### src/design/icfg_pkg.sv
// Purpose: constants for the interpolator configuration register bank
// Assumes: 8-bit registers on a 16-bit register address
// Notes: masks clear reserved bits so that they read as zero
package icfg_pkg;
    localparam logic [15:0] ADDR_CORE = 16'h0000;
    localparam logic [15:0] ADDR_LAMP = 16'h0001;
    localparam logic [15:0] ADDR_START = 16'h0002;
    localparam logic [15:0] ADDR_TEST = 16'h000B;
    localparam logic [15:0] ADDR_DUTY = 16'h0010;
    localparam logic [15:0] ADDR_COMM = 16'h0100;
    localparam logic [15:0] ADDR_ELOW = 16'h0101;
    localparam logic [15:0] ADDR_EHIGH = 16'h0102;
    localparam logic [7:0] MASK_CORE = 8'h3F;
    localparam logic [7:0] MASK_FULL = 8'hFF;
    localparam logic [7:0] MASK_TEST = 8'h05;
    localparam logic [7:0] MASK_COMM = 8'h1F;
    localparam logic [7:0] MASK_EHIGH = 8'h1F;
    localparam logic [7:0] REG_RESET = 8'h00;
    localparam int CORE_RANGE = 0;
    localparam int CORE_FILTER = 2;
    localparam int CORE_DRIVER = 3;
    localparam int CORE_IRQ_PP = 4;
    localparam int CORE_LINK_OFF = 5;
    localparam int LAMP_ON = 0;
    localparam int LAMP_INV = 1;
    localparam int LAMP_OD = 2;
    localparam int LAMP_AUTO = 3;
    localparam int LAMP_FREQ = 4;
    localparam int LAMP_BUF = 6;
    localparam int TEST_UNLOCK = 0;
    localparam int TEST_INDEX = 2;
    localparam int EHIGH_MSBS = 0;
    localparam int EHIGH_DIV = 2;
    localparam logic [1:0] RANGE_LOW = 2'h0;
    localparam logic [1:0] RANGE_LOW_LOSS = 2'h1;
    localparam logic [1:0] RANGE_HIGH_LOSS = 2'h2;
    localparam logic [8:0] LAMP_BUF_STEP = 9'h008;
    localparam logic [7:0] DUTY_MAX = 8'hFF;
    localparam logic [7:0] DUTY_MIN = 8'h00;
    localparam logic [5:0] POLE_ZERO_CYCLES = 6'h20;
    localparam logic [8:0] INTERP_ZERO_CYCLES = 9'h100;
    localparam logic [9:0] INTERP_MIN_CODE = 10'h008;
    localparam int CLK_HZ = 50_000_000;
    localparam int DSM_TOP_HZ = 25_000_000;
    localparam int DSM_BASE_DIV = CLK_HZ / DSM_TOP_HZ;
    localparam int ADJ_PERIOD_DEFAULT = 1024;
endpackage

### src/design/icfg_lamp_if.sv
// Purpose: duty and rate to the lamp modulator, modulated bit back
// Assumes: one clock domain
// Notes: none
`timescale 1ns/10ps
interface icfg_lamp_if;
    logic [7:0] duty;
    logic [1:0] rate;
    logic mod_bit;
    modport ctrl (output duty, output rate, input mod_bit);
    modport modu (input duty, input rate, output mod_bit);
endinterface

### src/design/icfg_lamp_dsm.sv
// Purpose: first-order delta-sigma modulator for the lamp pin
// Assumes: step rate is the clock divided by 2, 4, 8 or 16
// Notes: duty 255 still leaves one low step in 256
`timescale 1ns/10ps
module icfg_lamp_dsm (
    input wire logic core_clk_i,
    input wire logic resetn_i,
    icfg_lamp_if.modu lamp
);
    typedef struct packed {
        logic [4:0] cnt;
        logic [7:0] acc;
        logic mod_bit;
    } icfg_dsm_type;

    icfg_dsm_type st_reg;
    icfg_dsm_type st_next;
    logic [4:0] last;
    logic [8:0] sum;

    always_comb begin
        last = 5'((icfg_pkg::DSM_BASE_DIV << (2'h3 - lamp.rate)) - 1);
        sum = {1'b0, st_reg.acc} + {1'b0, lamp.duty};
        st_next = st_reg;
        if (st_reg.cnt >= last) begin
            st_next.cnt = 5'h00;
            st_next.acc = sum[7:0];
            st_next.mod_bit = sum[8];
        end else begin
            st_next.cnt = st_reg.cnt + 5'h01;
        end
    end

    always_ff @(posedge core_clk_i or negedge resetn_i) begin
        if (!resetn_i) begin
            st_reg <= '0;
        end else begin
            st_reg <= st_next;
        end
    end

    assign lamp.mod_bit = st_reg.mod_bit;
endmodule // icfg_lamp_dsm

### src/design/icfg_ratio_decode.sv
// Purpose: decodes pole pairs, interpolation factor and post divider
// Assumes: register values may change at any cycle
// Notes: reserved interpolation codes give zero cycles and a flag
`timescale 1ns/10ps
module icfg_ratio_decode (
    input wire logic core_clk_i,
    input wire logic resetn_i,
    input wire logic [7:0] comm_i,
    input wire logic [7:0] elow_i,
    input wire logic [7:0] ehigh_i,
    output logic [5:0] pole_cycles_o,
    output logic [9:0] interp_code_o,
    output logic [8:0] output_cycles_o,
    output logic interp_reserved_o,
    output logic post_div_on_o,
    output logic [3:0] post_div_ratio_o
);
    typedef struct packed {
        logic [5:0] pole;
        logic [9:0] code;
        logic [8:0] cycles;
        logic rsv;
        logic div_on;
        logic [3:0] ratio;
    } icfg_dec_type;

    icfg_dec_type st_reg;
    icfg_dec_type st_next;
    logic [2:0] div_field;

    always_comb begin
        st_next = st_reg;
        div_field = ehigh_i[icfg_pkg::EHIGH_DIV +: 3];
        st_next.pole = (comm_i[4:0] == 5'h00) ? icfg_pkg::POLE_ZERO_CYCLES
                       : {1'b0, comm_i[4:0]};
        st_next.code = {ehigh_i[icfg_pkg::EHIGH_MSBS +: 2], elow_i};
        st_next.rsv = (st_next.code != 10'h000)
                      && (st_next.code < icfg_pkg::INTERP_MIN_CODE);
        if (st_next.code == 10'h000) begin
            st_next.cycles = icfg_pkg::INTERP_ZERO_CYCLES;
        end else if (st_next.rsv) begin
            st_next.cycles = 9'h000;
        end else begin
            st_next.cycles = {1'b0, st_next.code[9:2]};
        end
        st_next.div_on = (div_field != 3'h0);
        st_next.ratio = {1'b0, div_field} + 4'h1;
    end

    always_ff @(posedge core_clk_i or negedge resetn_i) begin
        if (!resetn_i) begin
            st_reg <= '0;
        end else begin
            st_reg <= st_next;
        end
    end

    assign pole_cycles_o = st_reg.pole;
    assign interp_code_o = st_reg.code;
    assign output_cycles_o = st_reg.cycles;
    assign interp_reserved_o = st_reg.rsv;
    assign post_div_on_o = st_reg.div_on;
    assign post_div_ratio_o = st_reg.ratio;
endmodule // icfg_ratio_decode

### src/design/icfg_regs.sv
// Purpose: configuration register bank of the sin/cos interpolator
// Assumes: register port and restore port come from core-clock logic
// Notes: restore writes the stored registers, restore_done ends startup
`timescale 1ns/10ps
module icfg_regs #(
    parameter int ADJ_PERIOD = icfg_pkg::ADJ_PERIOD_DEFAULT
) (
    input wire logic core_clk_i,
    input wire logic resetn_i,
    input wire logic reg_wr_i,
    input wire logic reg_rd_i,
    input wire logic [15:0] reg_addr_i,
    input wire logic [7:0] reg_wdata_i,
    output logic [7:0] reg_rdata_o,
    output logic reg_rvalid_o,
    input wire logic nvm_load_i,
    input wire logic [15:0] nvm_addr_i,
    input wire logic [7:0] nvm_data_i,
    input wire logic nvm_done_i,
    input wire logic nvm_cmd_write_i,
    output logic nvm_write_o,
    input wire logic calibrate_pin_n_i,
    input wire logic calib_cmd_active_i,
    input wire logic [7:0] signal_amplitude_i,
    input wire logic [7:0] amplitude_low_limit_i,
    input wire logic [7:0] amplitude_high_limit_i,
    input wire logic link_activate_i,
    output logic link_active_o,
    input wire logic irq_request_i,
    output logic interrupt_out_n_o,
    output logic interrupt_out_n_oe_o,
    output logic lamp_o,
    output logic lamp_oe_o,
    input wire logic quad_outputs_enabled_i,
    input wire logic quad_a_i,
    input wire logic quad_b_i,
    input wire logic quad_z_i,
    input wire logic raw_index_i,
    input wire logic index_window_i,
    input wire logic gated_index_i,
    output logic quad_a_o,
    output logic quad_b_o,
    output logic quad_z_o,
    output logic [1:0] input_range_o,
    output logic sensor_loss_detect_o,
    output logic high_range_atten_o,
    output logic heavy_filter_o,
    output logic line_driver_on_o,
    output logic [5:0] pole_cycles_o,
    output logic [9:0] interp_code_o,
    output logic [8:0] output_cycles_o,
    output logic interp_reserved_o,
    output logic post_div_on_o,
    output logic [3:0] post_div_ratio_o
);
    generate
        if (ADJ_PERIOD < 2 || ADJ_PERIOD > 65535) begin : g_bad_period
            $error("ADJ_PERIOD must lie in 2 to 65535");
        end
    endgenerate

    localparam logic [15:0] ADJ_LAST = 16'(ADJ_PERIOD - 1);

    typedef struct packed {
        logic [7:0] core;
        logic [7:0] lamp;
        logic [7:0] start;
        logic [7:0] test;
        logic [7:0] duty;
        logic [7:0] comm;
        logic [7:0] elow;
        logic [7:0] ehigh;
        logic [7:0] rdata;
        logic rvalid;
        logic link_active;
        logic nvm_wr;
        logic [1:0] cal_sync;
        logic cal_prev;
        logic irq_out;
        logic irq_oe;
        logic lamp_pin;
        logic lamp_oe;
        logic qa;
        logic qb;
        logic qz;
        logic [15:0] adj_cnt;
    } icfg_state_type;

    icfg_state_type st_reg;
    icfg_state_type st_next;
    icfg_lamp_if lif ();

    logic calibrating;
    logic cal_rise;
    logic lamp_on;
    logic auto_on;
    logic adj_tick;
    logic amp_low;
    logic amp_high;
    logic lamp_val;
    logic wr_any;
    logic [15:0] wr_addr;
    logic [7:0] wr_data;
    logic [8:0] buf_amt;

    // the pin is asynchronous; only cal_sync[1] feeds logic
    assign calibrating = !st_reg.cal_sync[1] || calib_cmd_active_i;
    assign cal_rise = st_reg.cal_sync[1] && !st_reg.cal_prev;
    assign lamp_on = st_reg.lamp[icfg_pkg::LAMP_ON];
    assign auto_on = lamp_on && st_reg.lamp[icfg_pkg::LAMP_AUTO];
    assign adj_tick = (st_reg.adj_cnt == ADJ_LAST);
    assign buf_amt = {7'h00, st_reg.lamp[icfg_pkg::LAMP_BUF +: 2]}
                     * icfg_pkg::LAMP_BUF_STEP + icfg_pkg::LAMP_BUF_STEP;
    // compare as amp + buf > high so a small high limit cannot wrap
    assign amp_low = {1'b0, signal_amplitude_i}
                     < ({1'b0, amplitude_low_limit_i} + buf_amt);
    assign amp_high = ({1'b0, signal_amplitude_i} + buf_amt)
                      > {1'b0, amplitude_high_limit_i};
    assign lamp_val = st_reg.lamp[icfg_pkg::LAMP_INV] ^ lif.mod_bit;

    // restore traffic takes the same write path as the register port
    assign wr_any = nvm_load_i || reg_wr_i;
    assign wr_addr = nvm_load_i ? nvm_addr_i : reg_addr_i;
    assign wr_data = nvm_load_i ? nvm_data_i : reg_wdata_i;

    assign lif.duty = calibrating ? st_reg.start : st_reg.duty;
    assign lif.rate = st_reg.lamp[icfg_pkg::LAMP_FREQ +: 2];

    always_comb begin
        st_next = st_reg;
        st_next.cal_sync = {st_reg.cal_sync[0], calibrate_pin_n_i};
        st_next.cal_prev = st_reg.cal_sync[1];
        st_next.adj_cnt = adj_tick ? 16'h0000 : st_reg.adj_cnt + 16'h0001;

        if (auto_on && !calibrating && adj_tick) begin
            if (amp_low && st_reg.duty != icfg_pkg::DUTY_MAX) begin
                st_next.duty = st_reg.duty + 8'h01;
            end else if (amp_high && st_reg.duty != icfg_pkg::DUTY_MIN) begin
                st_next.duty = st_reg.duty - 8'h01;
            end
        end

        if (wr_any) begin
            unique case (wr_addr)
                icfg_pkg::ADDR_CORE: begin
                    st_next.core = wr_data & icfg_pkg::MASK_CORE;
                end
                icfg_pkg::ADDR_LAMP: begin
                    st_next.lamp = wr_data & icfg_pkg::MASK_FULL;
                end
                icfg_pkg::ADDR_START: begin
                    st_next.start = wr_data;
                end
                icfg_pkg::ADDR_TEST: begin
                    // never taken from memory
                    if (!nvm_load_i) begin
                        st_next.test = wr_data & icfg_pkg::MASK_TEST;
                    end
                end
                icfg_pkg::ADDR_DUTY: begin
                    // a write beats the control loop step
                    st_next.duty = wr_data;
                end
                icfg_pkg::ADDR_COMM: begin
                    st_next.comm = wr_data & icfg_pkg::MASK_COMM;
                end
                icfg_pkg::ADDR_ELOW: begin
                    st_next.elow = wr_data;
                end
                icfg_pkg::ADDR_EHIGH: begin
                    st_next.ehigh = wr_data & icfg_pkg::MASK_EHIGH;
                end
                default: begin
                end
            endcase
        end

        if (nvm_done_i) begin
            st_next.test = icfg_pkg::REG_RESET;
            if (lamp_on) begin
                st_next.duty = st_reg.start;
            end
        end

        st_next.rvalid = reg_rd_i;
        if (reg_rd_i) begin
            unique case (reg_addr_i)
                icfg_pkg::ADDR_CORE: st_next.rdata = st_reg.core;
                icfg_pkg::ADDR_LAMP: st_next.rdata = st_reg.lamp;
                icfg_pkg::ADDR_START: st_next.rdata = st_reg.start;
                icfg_pkg::ADDR_TEST: st_next.rdata = st_reg.test;
                icfg_pkg::ADDR_DUTY: st_next.rdata = st_reg.duty;
                icfg_pkg::ADDR_COMM: st_next.rdata = st_reg.comm;
                icfg_pkg::ADDR_ELOW: st_next.rdata = st_reg.elow;
                icfg_pkg::ADDR_EHIGH: st_next.rdata = st_reg.ehigh;
                default: st_next.rdata = 8'h00;
            endcase
        end

        if (link_activate_i && !st_reg.core[icfg_pkg::CORE_LINK_OFF]) begin
            st_next.link_active = 1'b1;
        end

        st_next.nvm_wr = cal_rise
                         || (nvm_cmd_write_i
                             && st_reg.test[icfg_pkg::TEST_UNLOCK]);

        st_next.irq_out = !irq_request_i;
        if (st_reg.core[icfg_pkg::CORE_IRQ_PP]) begin
            st_next.irq_oe = 1'b1;
        end else begin
            st_next.irq_oe = irq_request_i;
        end

        if (calibrating) begin
            st_next.lamp_pin = lif.mod_bit;
            st_next.lamp_oe = 1'b1;
        end else if (lamp_on) begin
            if (st_reg.lamp[icfg_pkg::LAMP_OD]) begin
                st_next.lamp_pin = 1'b0;
                st_next.lamp_oe = !lamp_val;
            end else begin
                st_next.lamp_pin = lamp_val;
                st_next.lamp_oe = 1'b1;
            end
        end else if (st_reg.lamp[icfg_pkg::LAMP_OD]) begin
            st_next.lamp_pin = 1'b0;
            st_next.lamp_oe = 1'b0;
        end else begin
            st_next.lamp_pin = st_reg.lamp[icfg_pkg::LAMP_INV];
            st_next.lamp_oe = 1'b1;
        end

        // test view only makes sense while quadrature outputs run
        if (st_reg.test[icfg_pkg::TEST_INDEX] && quad_outputs_enabled_i) begin
            st_next.qa = raw_index_i;
            st_next.qb = index_window_i;
            st_next.qz = gated_index_i;
        end else begin
            st_next.qa = quad_a_i;
            st_next.qb = quad_b_i;
            st_next.qz = quad_z_i;
        end
    end

    always_ff @(posedge core_clk_i or negedge resetn_i) begin
        if (!resetn_i) begin
            st_reg <= '0;
            st_reg.cal_sync <= 2'h3;
            st_reg.cal_prev <= 1'b1;
            st_reg.irq_out <= 1'b1;
        end else begin
            st_reg <= st_next;
        end
    end

    icfg_lamp_dsm u_dsm (
        .core_clk_i(core_clk_i),
        .resetn_i(resetn_i),
        .lamp(lif.modu)
    );

    icfg_ratio_decode u_dec (
        .core_clk_i(core_clk_i),
        .resetn_i(resetn_i),
        .comm_i(st_reg.comm),
        .elow_i(st_reg.elow),
        .ehigh_i(st_reg.ehigh),
        .pole_cycles_o(pole_cycles_o),
        .interp_code_o(interp_code_o),
        .output_cycles_o(output_cycles_o),
        .interp_reserved_o(interp_reserved_o),
        .post_div_on_o(post_div_on_o),
        .post_div_ratio_o(post_div_ratio_o)
    );

    assign reg_rdata_o = st_reg.rdata;
    assign reg_rvalid_o = st_reg.rvalid;
    assign nvm_write_o = st_reg.nvm_wr;
    assign link_active_o = st_reg.link_active;
    assign interrupt_out_n_o = st_reg.irq_out;
    assign interrupt_out_n_oe_o = st_reg.irq_oe;
    assign lamp_o = st_reg.lamp_pin;
    assign lamp_oe_o = st_reg.lamp_oe;
    assign quad_a_o = st_reg.qa;
    assign quad_b_o = st_reg.qb;
    assign quad_z_o = st_reg.qz;
    assign input_range_o = st_reg.core[icfg_pkg::CORE_RANGE +: 2];
    assign sensor_loss_detect_o = (input_range_o == icfg_pkg::RANGE_LOW_LOSS)
        || (input_range_o == icfg_pkg::RANGE_HIGH_LOSS);
    assign high_range_atten_o = (input_range_o == icfg_pkg::RANGE_HIGH_LOSS);
    assign heavy_filter_o = st_reg.core[icfg_pkg::CORE_FILTER];
    assign line_driver_on_o = st_reg.core[icfg_pkg::CORE_DRIVER];
endmodule // icfg_regs

### config.mk
export PLATFORM = sky130hd
export DESIGN_NAME = icfg_regs
export DESIGN_NICKNAME = d
export VERILOG_FILES = /design/src/design/icfg_pkg.sv /design/src/design/icfg_lamp_if.sv /design/src/design/icfg_lamp_dsm.sv /design/src/design/icfg_ratio_decode.sv /design/src/design/icfg_regs.sv
export SDC_FILE = /design/constraint.sdc
export NUM_CORES = 1
export LEC_CHECK = 0
export BUFFER_PORTS_ARGS = -buffer_cell sky130_fd_sc_hd__buf_2
export CORE_MARGIN = 1.5
export CORE_UTILIZATION = 50
export DETAILED_ROUTE_END_ITERATION = 16
export PLACE_DENSITY = 0.75
export SLEW_MARGIN = 20
export SYNTH_ARGS = -nofsm -noshare
export SYNTH_HDL_FRONTEND = slang
export SYNTH_SLANG_ARGS = --single-unit
### constraint.sdc
create_clock -name core_clk_i -period 3.45 [get_ports core_clk_i]
set_input_delay 0.345 -clock core_clk_i [delete_from_list [all_inputs] [get_ports core_clk_i]]
set_output_delay 0.345 -clock core_clk_i [all_outputs]
set_load 0.05 [all_outputs]
==> metrics.cfg <==
[outcome]
status=complete, no violations

[layout]
largest_register_ffs=60
stdcell_area_um2=8690
synthToLayoutAreaGrowth_pct=23.6
nFillCells=1147
antenna_cells=0
nNetsFinal=1010
seqCellArea_um2=3310
drive_above_1_share_pct=26.3
instances_no_fill=1069
multiInputGateArea_um2=3430

[clock_tree]
htree_levels=4
cts.reportedPaths.clkPinSlew_ps=60
clkSinkCount=132
clkLatencyLatePin_ps=430
root_buffer=clkbuf_16
clock_path_buffers=2
numCtsBuffers=17
tritoncts=built

[logic_synthesis]
yosys_warnings=0
synth-seq-cells=132
syn_area_per_cell_um2=9.57
synth.net_count=868
yosys.area.top_type=dfrtp_1
syn-cell-area_um2=7030
synthArstFlopShare_pct=100
synth-edff-count=0
synth_common_cells=dfrtp_1 (128), nand2_1 (85), nor2_1 (61), a21oi_1 (46), o21ai_0 (44)
syn_inst=735
synth_cell_types=61
yosysSeqAreaShare_pct=47.0
synth.most_common_cell=dfrtp_1
ys.flop_type=dfrtp_1
ys_top_cells_by_area=dfrtp_1 (46%), ha_1 (7.1%), nand2_1 (4.5%)
synth_top_area_share_pct=45.5

[detailed_routing]
drt_iter0_markers=470
wirelength_um=17700
drtAntennaViolNets=0
first_pass_iters=5
wl_per_cell_um=16.6
via_per_inst=5.61
drc_errors=0
num_vias=6001

[floorplanning]
die_x_um=122
die-height_um=122
ios=145
coreArea_um2=13800
rows=43
start_util_pct=50.9
dieArea_um2=14800

[critical_path]
critical_path_required_ps=3760
max_stage_delay_ps=410
cp_common_cell=ha_4
worst_setup_path_end_kind=flip-flop
critPathArrivalTime_ps=3720
worstPathMaxFanout=8
crit_chain=ha_4 -> ha_4 -> a21o_1 -> a22o_1 -> xnor2_1 -> ha_1 -> a211o_1 -> a211oi_2 -> o21ai_1 -> buf_4 -> a21o_4 -> buf_6 -> o31a_1 -> o311ai_1
critical-path-slowest-cell=dfrtp_1
start_kind=flip-flop
critical_path_class=flip-flop to flip-flop

[global_routing]
grt_pass1_wl_um=27900
grt_usage_pct=24.5
grt_pass1_vias=5640
antenna_found_initial=0
overflow=0
grt_start_max_net_pins=67

[sta]
slew_headroom_pct=41.3
finalClockSkew_ps=8.27
finalSetupTns_ps=0
setup_viol=0
fin_crit_sh_pct=98.8
hold_viol_final=0
worstMarginPinSlew_ps=856
layout_min_cycle_time_ps=3410
fmax_ghz=0.293
slew_violations=0
timing.final.ws_setup_ps=41.2
grt_setup_unrepaired=yes

[place]
dp_cells=1033
dp_slack_ps=-215
io_buffers=144
dp_hpwl_um=12800
gp_congestion=0.938
place_area_um2=7930

[worst_hold_path]
hold_path_class=input pin to flip-flop

[power]
peakVddDrop_v=0.000325
pwr_density_cell_nw_per_um2=473
p_total_w=0.00411
leakagePower_nw=4.30

[job]
maxCapViolCount=0

[critical path: cells and delay by family, from the launching register on]
kind                     cells  cell delay [ps]
AO/OA/AOI/OAI                8             1620
XOR/XNOR                     1              180
buffers and inverters        2              320
adder cells (fa/ha/maj)      3              750
flip-flops                   1              410
[power by group]
group	switching [W]	internal [W]	leakage, nW
combinational	0.000295	0.000224	2.27
clock	0.000684	0.00123	0.297
sequential	0.0000597	0.00162	1.73
total	0.00104	0.00307	4.30
[final timing paths]
check	endpoint	slack, ps	depth (start not counted)	startpoint
max	st_reg[66]	40	14	st_reg[92]
min	st_next[25]	20	1	calibrate_pin_n_i
max reg2reg	st_reg[66]	40	14	st_reg[92]
min reg2reg	st_next[23]	360	0	st_next[25]
max in group asynchronous	st_reg[9]	2240	3	resetn_i
min in group asynchronous	lamp_oe_o	440	2	resetn_i
[stage by stage]
stage	hold WS, ps	util, %
after floorplan	49.4	-
after global placement	346	57.4
after detailed placement	348	57.4
after CTS	5.56	62.2
after global routing	8.53	62.9
final	22.7	62.9
[layout by cell type, fill, tap and decap left out, drive strengths merged, types with 7 or more instances in the layout]
master / instances
and3: 12
dfrtp: 128
buf: 169
inv: 45
ha: 40
mux2i: 14
nand3: 19
or3: 10
nand2: 85
o21ai: 46
nor2: 61
clkbuf: 20
a21oi: 46
o22ai: 10
nand2b: 8
mux2: 7
nor3: 15
xor2: 12
xnor2: 21
[repair_timing]
item,CTS,global route
cloned,0,0
endpoints found under the hold margin,34,0
setup endpoints to repair,8,8
resized for setup,6,21
buffers inserted,0,4
hold buffers,1,0
pin swaps,2,20
[final cells by class]
type | instances | area share (%)
multi-input combinational | 513 | 39.5
timing repair buffer | 170 | 10.9
clock buffer | 20 | 5.14
sequential | 132 | 38.0
inverter | 43 | 1.86
tap | 180 | 2.59
clock inverter | 11 | 2.01
[routing by layer]
| metal | GRT usage [%] | share of wire [%] | vias to the layer above |
|---|---|---|---|
| met4 | 11.4 | 3.2 | 0 |
| met3 | 6.18 | 7.1 | 52 |
| li1 | - | - | 2844 |
| met1 | 32.6 | 43 | 2825 |
| met5 | 0 | 0 | - |
| met2 | 37.9 | 47 | 280 |
[logic make-up after synthesis]
family,synth area share [%]
AOI/OAI and AO/OA,14.5
buffers and inverters,5.39
xor gates and xnor gates,4.11
muxes,3.11
adders and majority gates,7.97
and+or+nand+nor,17.9
DFF,47.0
(Power assumes the default switching activity.)
